[config.mk]
export PLATFORM = sky130hd
export DESIGN_NAME = adc_conversion_sequencer
export DESIGN_NICKNAME = d
export VERILOG_FILES = /design/src/verilog/adc_seq_pkg.sv /design/src/verilog/adc_conversion_sequencer.sv
export SDC_FILE = /design/constraint.sdc
export NUM_CORES = 1
export LEC_CHECK = 0
export BUFFER_PORTS_ARGS = -buffer_cell sky130_fd_sc_hd__buf_2
export CAP_MARGIN = 30
export CORE_AREA = 2 2 106 108
export CTS_CLUSTER_DIAMETER = 60
export DETAILED_ROUTE_END_ITERATION = 10
export DIE_AREA = 0 0 108 110
export HOLD_SLACK_MARGIN = 0.1
export PLACE_DENSITY_LB_ADDON = 0.05
export SYNTH_ARGS = -nofsm -noshare
export SYNTH_HDL_FRONTEND = slang
export SYNTH_SLANG_ARGS = --single-unit
[constraint.sdc]
create_clock -name core_clk -period 5.3 [get_ports core_clk]
set_input_delay 0.265 -clock core_clk [delete_from_list [all_inputs] [get_ports core_clk]]
set_output_delay 0.265 -clock core_clk [all_outputs]
set_load 0.005 [all_outputs]
[src/verilog/adc_seq_pkg.sv]
`default_nettype none
package adc_seq_pkg;
    // Bus address width and register word indices; byte address is four times the index.
    localparam int PADDR_W = 12;
    localparam logic [9:0] IDX_SC1 = 10'h010;
    localparam logic [9:0] IDX_SC2 = 10'h011;
    localparam logic [9:0] IDX_RESH = 10'h012;
    localparam logic [9:0] IDX_RESL = 10'h013;
    localparam logic [9:0] IDX_CVH = 10'h014;
    localparam logic [9:0] IDX_CVL = 10'h015;
    localparam logic [9:0] IDX_CFG = 10'h016;
    // Field positions of the first status and control register.
    localparam int SC1_FLAG_BIT = 7;
    localparam int SC1_IEN_BIT = 6;
    localparam int SC1_CONT_BIT = 5;
    // Field positions of the second status and control register.
    localparam int SC2_ACT_BIT = 7;
    localparam int SC2_HWT_BIT = 6;
    localparam int SC2_CMPEN_BIT = 5;
    localparam int SC2_CMPGT_BIT = 4;
    // Field positions of the configuration register.
    localparam int CFG_LP_BIT = 7;
    localparam int CFG_DIV_HI = 6;
    localparam int CFG_DIV_LO = 5;
    localparam int CFG_LSMP_BIT = 4;
    localparam int CFG_MODE_HI = 3;
    localparam int CFG_MODE_LO = 2;
    localparam int CFG_CLK_HI = 1;
    localparam int CFG_CLK_LO = 0;
    // Encodings of channel, resolution and clock source.
    localparam logic [4:0] CH_DISABLED = 5'h1f;
    localparam logic [4:0] CH_TEMP = 5'h1a;
    localparam logic [4:0] CH_BANDGAP = 5'h1b;
    localparam logic [1:0] MODE_8BIT = 2'h0;
    localparam logic [1:0] MODE_10BIT = 2'h2;
    localparam logic [1:0] CLK_BUS = 2'h0;
    localparam logic [1:0] CLK_HALF = 2'h1;
    localparam logic [1:0] CLK_ALT = 2'h2;
    localparam logic [1:0] CLK_ASYNC = 2'h3;
    // Reset values and approximation bit positions.
    localparam logic [7:0] SC1_RST = 8'h1f;
    localparam logic [7:0] CFG_RST = 8'h00;
    localparam logic [9:0] RES_RST = 10'h000;
    localparam logic [9:0] SAR_START = 10'h200;
    localparam logic [3:0] SAR_MSB = 4'h9;
    localparam logic [3:0] LSB_10BIT = 4'h0;
    localparam logic [3:0] LSB_8BIT = 4'h2;
    // Sample period in conversion clock ticks, short and long.
    localparam logic [4:0] SAMPLE_SHORT = 5'h04;
    localparam logic [4:0] SAMPLE_LONG = 5'h18;
    typedef enum logic [3:0] {
        ST_IDLE = 4'b0001,
        ST_ARMED = 4'b0010,
        ST_SAMPLE = 4'b0100,
        ST_CONV = 4'b1000
    } seq_state_t;
endpackage
`default_nettype wire

[src/verilog/adc_conversion_sequencer.sv]
`timescale 1ns/1ps
`default_nettype none
// Behaviour
// - Transfer to result registers sets complete flag.
// - Flag set with enable high raises interrupt.
// - 10-bit split read blocks and discards result.
// - Single compare-false conversion just terminates.
// - Other blocked transfers restart a conversion.
// - Control-one write aborts, restarts unless disabled.
// - Mode register writes abort current conversion.
// - Reset or stop without async clock aborts.
// - Non-reset abort keeps last results.
// - Reset returns results to reset values.
// - Idle until started; async clock only when needed.
// - Low-power bit selects reduced-power operation.
// - Sample short or long, then approximate.
// - Four conversion clock sources.
// - Alternate clock works in wait, not stop.
// - Hardware trigger starts conversion per overflow.
// - Trigger independent of counter interrupt enable.
// - Trigger works in run, wait, shallow stop.
// - 10-bit gives 1024 codes, 8-bit ends 0xff.
// - Channel 26 temperature, 27 bandgap.
module adc_conversion_sequencer #(
    parameter int unsigned ASYNC_DIV = 4
) (
    input wire logic core_clk,
    input wire logic rst,
    input wire logic psel,
    input wire logic penable,
    input wire logic pwrite,
    input wire logic [adc_seq_pkg::PADDR_W-1:0] paddr,
    input wire logic [31:0] pwdata,
    output logic [31:0] prdata,
    output logic pready,
    output logic pslverr,
    input wire logic hw_trigger_input,
    input wire logic alternate_clock_input,
    input wire logic cmp_above,
    input wire logic wait_mode,
    input wire logic stop_shallow,
    input wire logic stop_deep,
    output logic conv_irq,
    output logic sample_en,
    output logic [9:0] dac_code,
    output logic [4:0] analog_channel,
    output logic temp_sensor_en,
    output logic bandgap_en,
    output logic async_clk_en,
    output logic low_power_en
);
    import adc_seq_pkg::*;

    // The async divider counter is eight bits wide.
    if (ASYNC_DIV < 2 || ASYNC_DIV > 256) begin : g_bad_div
        $error("ASYNC_DIV must lie between 2 and 256");
    end
    localparam logic [7:0] ASYNC_TOP = 8'(ASYNC_DIV - 1);

    seq_state_t state_r, st_nxt;
    logic flag_r, irq_en_r, cont_r, hwt_en_r, cmp_en_r, cmp_gt_r, hi_pend_r;
    logic [4:0] chan_r, cnt_r;
    logic [7:0] cfg_r, async_cnt_r;
    logic [9:0] cv_r, res_r;
    logic [3:0] bit_r;
    logic [2:0] div_cnt_r;
    logic half_r, alt_q_r, hwt_q_r, stop_q_r;
    logic [7:0] rd_byte;

    // Bus decode; only aligned words inside the map are claimed.
    wire logic [9:0] idx = paddr[PADDR_W-1:2];
    wire logic mapped = (paddr[1:0] == 2'h0) && (idx >= IDX_SC1) && (idx <= IDX_CFG);
    wire logic xfer = psel && penable && pready;
    wire logic wr_ok = xfer && pwrite && mapped;
    wire logic wr_sc1 = wr_ok && (idx == IDX_SC1);
    wire logic wr_sc2 = wr_ok && (idx == IDX_SC2);
    wire logic wr_cfg = wr_ok && (idx == IDX_CFG);
    wire logic wr_cvh = wr_ok && (idx == IDX_CVH);
    wire logic wr_cvl = wr_ok && (idx == IDX_CVL);
    wire logic wr_mode = wr_sc2 || wr_cfg || wr_cvh || wr_cvl;
    wire logic rd_hi = xfer && !pwrite && (idx == IDX_RESH) && mapped;
    wire logic rd_lo = xfer && !pwrite && (idx == IDX_RESL) && mapped;

    // Configuration fields.
    wire logic [1:0] clk_sel = cfg_r[CFG_CLK_HI:CFG_CLK_LO];
    wire logic mode10 = cfg_r[CFG_MODE_HI:CFG_MODE_LO] == MODE_10BIT;
    wire logic [2:0] div_mask = {cfg_r[CFG_DIV_HI] & cfg_r[CFG_DIV_LO], cfg_r[CFG_DIV_HI],
                                 cfg_r[CFG_DIV_HI] | cfg_r[CFG_DIV_LO]};
    wire logic active = (state_r == ST_SAMPLE) || (state_r == ST_CONV);
    wire logic in_stop = stop_shallow || stop_deep;

    // Read data selection; unused upper bits read as zero.
    always_comb begin
        case (idx)
            IDX_SC1: rd_byte = {flag_r, irq_en_r, cont_r, chan_r};
            IDX_SC2: rd_byte = {active, hwt_en_r, cmp_en_r, cmp_gt_r, 4'h0};
            IDX_RESH: rd_byte = {6'h00, res_r[9:8]};
            IDX_RESL: rd_byte = res_r[7:0];
            IDX_CVH: rd_byte = {6'h00, cv_r[9:8]};
            IDX_CVL: rd_byte = cv_r[7:0];
            IDX_CFG: rd_byte = cfg_r;
            default: rd_byte = 8'h00;
        endcase
    end

    // One wait-free access phase: data is captured in the setup cycle so it leaves a flop.
    always_ff @(posedge core_clk or posedge rst) begin
        if (rst) begin
            pready <= 1'b0;
            pslverr <= 1'b0;
            prdata <= 32'h0000_0000;
        end else begin
            pready <= psel && !penable;
            pslverr <= psel && !penable && !mapped;
            prdata <= (psel && !penable && mapped) ? {24'h00_0000, rd_byte} : 32'h0000_0000;
        end
    end

    // Clock source edges; pins are synchronous, so one stage gives the edge.
    // counter overflow only.
    wire logic alt_rise = alternate_clock_input && !alt_q_r;
    wire logic hwt_edge = hw_trigger_input && !hwt_q_r && !stop_deep;
    wire logic async_tick = async_clk_en && (async_cnt_r == ASYNC_TOP);
    wire logic stop_enter = in_stop && !stop_q_r && (clk_sel != CLK_ASYNC);
    logic base_tick;

    always_comb begin
        case (clk_sel)
            CLK_BUS: base_tick = 1'b1;
            CLK_HALF: base_tick = half_r;
            CLK_ALT: base_tick = alt_rise && !in_stop;
            CLK_ASYNC: base_tick = async_tick;
            default: base_tick = 1'b0;
        endcase
    end
    wire logic conv_tick = base_tick && ((div_cnt_r & div_mask) == div_mask);

    // Divider and edge history; the divider restarts whenever the converter sleeps.
    always_ff @(posedge core_clk or posedge rst) begin
        if (rst) begin
            half_r <= 1'b0;
            alt_q_r <= 1'b0;
            hwt_q_r <= 1'b0;
            stop_q_r <= 1'b0;
            div_cnt_r <= 3'h0;
            async_cnt_r <= 8'h00;
        end else begin
            half_r <= !half_r;
            alt_q_r <= alternate_clock_input;
            hwt_q_r <= hw_trigger_input;
            stop_q_r <= in_stop;
            div_cnt_r <= !active ? 3'h0 : (base_tick ? div_cnt_r + 3'h1 : div_cnt_r);
            async_cnt_r <= (!async_clk_en || async_tick) ? 8'h00 : async_cnt_r + 8'h01;
        end
    end

    // Successive approximation decision on the current trial bit.
    wire logic [9:0] bit_oh = 10'h001 << bit_r;
    wire logic [9:0] sar_dec = cmp_above ? dac_code : (dac_code & ~bit_oh);
    wire logic last_bit = bit_r == (mode10 ? LSB_10BIT : LSB_8BIT);
    wire logic [9:0] res_new = mode10 ? sar_dec : {2'h0, sar_dec[9:2]};
    wire logic cmp_true = cmp_gt_r ? (res_new >= cv_r) : (res_new < cv_r);
    wire logic abort_any = wr_sc1 || wr_mode || stop_enter;
    wire logic done = (state_r == ST_CONV) && conv_tick && last_bit && !abort_any;
    wire logic blocked = mode10 && hi_pend_r;
    wire logic cmp_stop = cmp_en_r && !cmp_true && !cont_r;
    wire logic xfer_ok = done && !blocked && (!cmp_en_r || cmp_true);
    wire logic flag_nxt = xfer_ok || (flag_r && !(wr_sc1 || rd_lo));
    wire logic [4:0] sample_len = cfg_r[CFG_LSMP_BIT] ? SAMPLE_LONG : SAMPLE_SHORT;
    wire seq_state_t rest_st = hwt_en_r ? ST_ARMED : ST_IDLE;

    // Sequencer; software and stop aborts override every step.
    always_comb begin
        st_nxt = state_r;
        case (state_r)
            ST_IDLE: st_nxt = ST_IDLE;
            ST_ARMED: st_nxt = hwt_edge ? ST_SAMPLE : ST_ARMED;
            ST_SAMPLE: st_nxt = (conv_tick && cnt_r == 5'h00) ? ST_CONV : ST_SAMPLE;
            ST_CONV: begin
                if (done) begin
                    if (cmp_stop) begin
                        st_nxt = rest_st;
                    end else if (!xfer_ok || cont_r) begin
                        st_nxt = ST_SAMPLE;
                    end else begin
                        st_nxt = rest_st;
                    end
                end
            end
            default: st_nxt = ST_IDLE;
        endcase
        if (wr_sc1) begin
            if (pwdata[4:0] == CH_DISABLED) begin
                st_nxt = ST_IDLE;
            end else begin
                st_nxt = hwt_en_r ? ST_ARMED : ST_SAMPLE;
            end
        // abort on mode change or stop.
        end else if (wr_mode || stop_enter) begin
            st_nxt = ST_IDLE;
        end
    end

    always_ff @(posedge core_clk or posedge rst) begin
        if (rst) begin
            state_r <= ST_IDLE;
        end else begin
            state_r <= st_nxt;
        end
    end

    // sample count then approximation; both reload outside their own state.
    always_ff @(posedge core_clk or posedge rst) begin
        if (rst) begin
            cnt_r <= SAMPLE_SHORT;
            bit_r <= SAR_MSB;
            dac_code <= SAR_START;
        end else begin
            if (state_r == ST_SAMPLE && !wr_sc1) begin
                cnt_r <= conv_tick ? cnt_r - 5'h01 : cnt_r;
            end else begin
                cnt_r <= sample_len;
            end
            if (state_r == ST_CONV && conv_tick && !last_bit) begin
                bit_r <= bit_r - 4'h1;
                dac_code <= sar_dec | (bit_oh >> 1);
            end else if (state_r != ST_CONV || done) begin
                bit_r <= SAR_MSB;
                dac_code <= SAR_START;
            end
        end
    end

    // Software-visible control registers.
    always_ff @(posedge core_clk or posedge rst) begin
        if (rst) begin
            irq_en_r <= SC1_RST[SC1_IEN_BIT];
            cont_r <= SC1_RST[SC1_CONT_BIT];
            chan_r <= SC1_RST[4:0];
            hwt_en_r <= 1'b0;
            cmp_en_r <= 1'b0;
            cmp_gt_r <= 1'b0;
            cfg_r <= CFG_RST;
            cv_r <= 10'h000;
        end else begin
            if (wr_sc1) begin
                irq_en_r <= pwdata[SC1_IEN_BIT];
                cont_r <= pwdata[SC1_CONT_BIT];
                chan_r <= pwdata[4:0];
            end
            if (wr_sc2) begin
                hwt_en_r <= pwdata[SC2_HWT_BIT];
                cmp_en_r <= pwdata[SC2_CMPEN_BIT];
                cmp_gt_r <= pwdata[SC2_CMPGT_BIT];
            end
            if (wr_cfg) begin
                cfg_r <= pwdata[7:0];
            end
            if (wr_cvh) begin
                cv_r[9:8] <= pwdata[1:0];
            end
            if (wr_cvl) begin
                cv_r[7:0] <= pwdata[7:0];
            end
        end
    end

    always_ff @(posedge core_clk or posedge rst) begin
        if (rst) begin
            res_r <= RES_RST;
            flag_r <= 1'b0;
            hi_pend_r <= 1'b0;
            conv_irq <= 1'b0;
        end else begin
            if (xfer_ok) begin
                res_r <= res_new;
            end
            // Flag set wins over a clear in the same cycle.
            flag_r <= flag_nxt;
            hi_pend_r <= (rd_hi && mode10) || (hi_pend_r && !rd_lo);
            conv_irq <= (xfer_ok && irq_en_r) || (conv_irq && flag_nxt && irq_en_r);
        end
    end

    // Analog side controls, registered; sample and async clock enables from the next state.
    always_ff @(posedge core_clk or posedge rst) begin
        if (rst) begin
            sample_en <= 1'b0;
            async_clk_en <= 1'b0;
            analog_channel <= SC1_RST[4:0];
            temp_sensor_en <= 1'b0;
            bandgap_en <= 1'b0;
            low_power_en <= 1'b0;
        end else begin
            sample_en <= st_nxt == ST_SAMPLE;
            async_clk_en <= (clk_sel == CLK_ASYNC) && (st_nxt == ST_SAMPLE || st_nxt == ST_CONV);
            analog_channel <= chan_r;
            temp_sensor_en <= chan_r == CH_TEMP;
            bandgap_en <= chan_r == CH_BANDGAP;
            low_power_en <= cfg_r[CFG_LP_BIT];
        end
    end
endmodule
`default_nettype wire

### Yosys cells after proc, flatten, opt, wreduce, memory -nomap -nowiden

Index checks and enable logic that the tools add are counted.

* bits in read-only memories: 0
* memories: 0
* RAM bits: 0
* register bits: 99
* word-level logic and storage cells: 187
* input bits: 55
* latch bits: 0

* $add $sub $neg: 4
* divide/modulo/power cells: 0
* reduce and logical (&&, ||, !) cells: 86
* shifts and indexed selects: 1
* magnitude comparators: 4
* bitwise gates (word level): 6
* $mul: 0
* equality and inequality tests: 26
* muxes and demuxes: 28

Operator list (number)
* $eq 10x5->1 const B: 7
* $pmux 8 s7: 1
* $logic_and 1x1->1: 45
* $mux 10: 4
* $mux 4: 6
* $mux 3: 7
* $logic_not 1->1: 20
* $logic_or 1x1->1: 17
* $mux 8: 2
* $eq 5x5->1 const B: 3
* $mux 5: 3
* $pmux 4 s3: 1
* $and 10x10->10: 1
* $ge 10x10->1: 1
* $ge 10x5->1 const B: 1
* $le 10x5->1 const B: 1
* $lt 10x10->1: 1
* $not 10->10: 1
* $or 10x9->10: 1
* $shl 1x4->10 const A: 1
* $add 8x1->8 const B: 1
* $eq 4x3->1 const B: 2
* $eq 4x4->1 const B: 2
* $eq 8x2->1 const B: 1
* 20 further kinds: 25

### Depth between registers and ports, before layout

* word-level depth: 25
* gate-level depth with buffers: 14

### Worst setup path after synthesis

No wires, ideal clock.

* path type: register to register
* from: register bit_r[2]
* to: register res_r[1]
* cell stages (with the launch flop): 15
* buffers on the path: 2
* data arrival time: 3.172 ns
* path slack: 2.003 ns
* cell sequence: dfrtp_1 > clkbuf_1 > nor2b_1 > nor2b_1 > nand2_1 > nand2_1 > mux2i_1 > ha_1 > nand2_1 > o21a_1 > o211a_1 > a211o_1 > a221oi_4 > buf_6 > mux2_4

* word-level cells in the longest chain between the ends: 9

Ends and longest elaborated chain
* start, declared: line adc_conversion_sequencer.sv:65 `logic [3:0] bit_r;`
* start signal, assigned: line adc_conversion_sequencer.sv:225 `bit_r <= bit_r - 4'h1;`
* $shl 1x4->10 (*): line adc_conversion_sequencer.sv:158 `wire logic [9:0] bit_oh = 10'h001 << bit_r;`
* $not 10->10 (*): line adc_conversion_sequencer.sv:159 `wire logic [9:0] sar_dec = cmp_above ? dac_code : (dac_code & ~bit_oh);`
* $and 10x10->10 (*): line adc_conversion_sequencer.sv:159
* $mux 10 (*): line adc_conversion_sequencer.sv:159
* $mux 10 (*): line adc_conversion_sequencer.sv:161 `wire logic [9:0] res_new = mode10 ? sar_dec : {2'h0, sar_dec[9:2]};`
* via res_new[7]: line adc_conversion_sequencer.sv:161
* $lt 10x10->1 or $ge 10x10->1 (tied branches): line adc_conversion_sequencer.sv:162 `wire logic cmp_true = cmp_gt_r ? (res_new >= cv_r) : (res_new < cv_r);`
* $mux 1 (*): line adc_conversion_sequencer.sv:162
* $logic_or 1x1->1 (*): line adc_conversion_sequencer.sv:167 `wire logic xfer_ok = done && !blocked && (!cmp_en_r || cmp_true);`
* $logic_and 1x1->1 (*): line adc_conversion_sequencer.sv:167
* end signal, assigned: line adc_conversion_sequencer.sv:276 `res_r <= res_new;`
* end, declared: line adc_conversion_sequencer.sv:64 `logic [9:0] cv_r, res_r;`

The timed path passes the listed nets; every way through them passes the cells marked *.
A chain may end at the register's enable or synchronous reset.

### Worst setup path in the final report

* from: register bit_r[0]
* to: register res_r[8]

Same word-level chain as after synthesis.

==> impl_metrics.env <==
export IMPL_numCtsBuffers=9
export IMPL_rsz0062_at_grt="false"
export IMPL_intPower_uw=949
export IMPL_core_area_um2=10700
export IMPL_synth_commonest_cells="dfrtp_1, nand2_1, nor2_1, a21oi_1, inv_1"
export IMPL_vias=3992
export IMPL_initial_core_util_pct=49.2
export IMPL_cap_viol_max_count=0
export IMPL_hold_viol_final=0
export IMPL_post_cts_buffers=0
export IMPL_hp_class="primary input to register"
export IMPL_diodes=0
export IMPL_die_area_um2=11900
export IMPL_ys_seq_elements=99
export IMPL_synth_top_cell_area_share_pct=39.9
export IMPL_vias_per_cell=5.51
export IMPL_final_max_slew_viol_count=0
export IMPL_r2r_slack_ns=1.13
export IMPL_wl_per_cell_um=16.7
export IMPL_syn_to_final_growth_pct=11.0
export IMPL_crit_fanout=12
export IMPL_cts_buffer_depth=2
export IMPL_dp_hpwl_um=8970
export IMPL_ys_seq_area_share_pct=47.4
export IMPL_drive_gt1_share_pct=23.8
export IMPL_ys_warn_count=0
export IMPL_clk_latency_ns=0.39
export IMPL_critPathArrivalTime_ns=4.44
export IMPL_ys_types=65
export IMPL_switching_power_uw=325
export IMPL_firstDrtPassIters=6
export IMPL_grt_util_all_layers_pct=21.6
export IMPL_syn_avg_cell_area_um2=10.2
export IMPL_path_clk_slew_ns=0.10
export IMPL_vdd_ir_drop_worst_mv=0.186
export IMPL_criticalPathCategory="register to register"
export IMPL_synth_area_um2=5270
export IMPL_multi_input_area_um2=2490
export IMPL_portBuffers=60
export IMPL_ys_flop_type="dfrtp_1"
export IMPL_seqCellArea_um2=2500
export IMPL_post_route_period_util_pct=78.6
export IMPL_slew_headroom_pct=33.2
export IMPL_finalClockSkew_ns=0.0122
export IMPL_synth_cells=515
export IMPL_max_freq_mhz=240
export IMPL_tns_ns=0
export IMPL_grt_pass1_wl_um=19400
export IMPL_start_kind="register"
export IMPL_finalSetupViolCount=0
export IMPL_initialDrtViolationCount=274
export IMPL_finalWirelength_um=12100
export IMPL_grt_max_degree=55
export IMPL_synth_edf_count=0
export IMPL_pwr_share_seq_pct=59.5
export IMPL_async_flop_share_pct=100
export IMPL_antenna_found_initial=0
export IMPL_leakage_uw=0.00276
export IMPL_clock_sinks=99
export IMPL_dieWidth_um=108
export IMPL_nFillCells=976
export IMPL_status="finished, final reports clean"
export IMPL_synthTopCellsByArea="dfrtp_1, dfstp_2, mux2_2, ha_1, nand2_1"
export IMPL_yosysMostFrequentCell="dfrtp_1"
export IMPL_worstPathRequired_ns=5.57
export IMPL_clockPowerShare_pct=35.8
export IMPL_ctsRootBufferMaster="clkbuf_8"
export IMPL_switching_share_pct=25.5
export IMPL_yosys_area_top_type="dfrtp_1"
export IMPL_fin_crit_ns=4.17
export IMPL_tightest_slew_ns=0.977
export IMPL_comb_power_share_pct=4.6
export IMPL_rows=38
export IMPL_place_congestion=0.876
export IMPL_die_h_um=110
export IMPL_critPathCaptureType="register"
export IMPL_ios=110
export IMPL_h_tree_depth=3
export IMPL_grt_pass1_vias=3748
export IMPL_power_density_nw_per_um2=218
export IMPL_drc=0
export IMPL_ant_nets=0
export IMPL_cts_tree="done"
export IMPL_grt_overflow=0
export IMPL_nets=653
export IMPL_whs_ns=0.144
[worst max-delay path: stages, from the launching register on]
cell and delay [ns]:
dfstp_2 0.62, ha_1 0.23, nand2b_1 0.11, o21ai_0 0.39, mux2i_1 0.23, ha_1 0.38, nand2_1 0.06, o21a_1 0.20
o211a_1 0.23, a211o_1 0.37, a221oi_4 0.81, mux2_2 0.41
[kinds of logic after synthesis]
kind of cell / count (synthesis) / synth area share (%)
AND/OR/NAND/NOR: 171 / 16.6
adder cells (fa/ha/maj): 18 / 4.28
AO/OA/AOI/OAI: 100 / 13.0
buffers and inverters: 69 / 6.94
flip-flops: 99 / 47.4
multiplexers: 42 / 9.19
XOR/XNOR: 15 / 2.49
other: 1 / 0.0712
[per-stage QoR]
| stage | utilization [%] | instances | instance area [µm²] | power (µW) | worst slack [ns] |
|---|---|---|---|---|---|
| floorplan | - | 538 | 5350 | 814 | 2.00 |
| global placement | 52.3 | 701 | 5600 | 827 | 1.24 |
| detailed placement | 52.4 | 702 | 5600 | 828 | 1.17 |
| CTS | 54.7 | 725 | 5850 | 1290 | 1.13 |
| global route | 54.7 | 725 | 5850 | 1320 | 0.890 |
| finish | 54.7 | 725 | 5850 | 1270 | 1.13 |
[worst paths after layout]
kind	from	endpoint	cells after the start
setup / recovery	bit_r[0]	res_r[8]	11
hold / removal	pwdata[5]	cv_r[5]	3
setup reg to reg	bit_r[0]	res_r[8]	11
hold reg to reg	chan_r[3]	analog_channel[3]	0
max in group asynchronous	rst	bit_r[1]	4
min in group asynchronous	rst	async_cnt_r[1]	3
[final cells by class]
class / count / share of cell area (%)
repair buffers: 71 / 6.80
clock buffers: 9 / 2.12
well taps: 140 / 3.00
clock inverters: 7 / 0.877
multi-input cells: 370 / 42.6
flip-flops and latches: 99 / 42.7
inverters: 29 / 1.90
[power groups by stage]
stage	Clock, µW	Combinational [µW]	Sequential, µW
after CTS	472	59.5	758
final	457	59.1	758
after floorplan	0	41.7	772
after detailed placement	0	55.3	772
after global routing	498	67.5	758
after global placement	0	54.5	772
[registers in the layout, summed over array words and instances (netlist names), 3 cells and up]
| signal | count |
|---|---|
| cnt_r | 5 |
| dac_code | 10 |
| cfg_r | 8 |
| bit_r | 4 |
| async_cnt_r | 8 |
| cv_r | 10 |
| analog_channel | 5 |
| res_r | 10 |
| chan_r | 5 |
| prdata | 8 |
| div_cnt_r | 3 |
| state_r | 4 |
[layout by cell type, fill, tap and decap left out, types with 7 or more instances in the layout]
cell type / instances
dfrtp_1: 84
mux2_2: 23
nand2_1: 50
nor2b_1: 7
o21ai_0: 22
inv_1: 28
conb_1: 24
dfstp_2: 15
nand3_1: 11
xnor2_1: 10
mux2_4: 7
nand2b_1: 7
nor2_1: 38
a21oi_1: 29
buf_2: 61
dlygate4sd3_1: 7
clkbuf_8: 9
nor3_1: 13
ha_1: 18
mux2i_1: 12
[metal layers]
metal | GRT usage, % | vias up | share of wire [%]
met1 | 30.5 | 1944 | 47
met2 | 33.5 | 128 | 46
met3 | 5.17 | 9 | 5.8
met5 | 0 | - | 0
met4 | 5.68 | 0 | 1.3
li1 | - | 1911 | -
[timing repair]
item	4_1_cts	5_1_grt
gates resized for setup	0	0
hold endpoints to repair	48	0
hold buffers	7	0
Note: power is estimated with default switching activity, not from simulation.
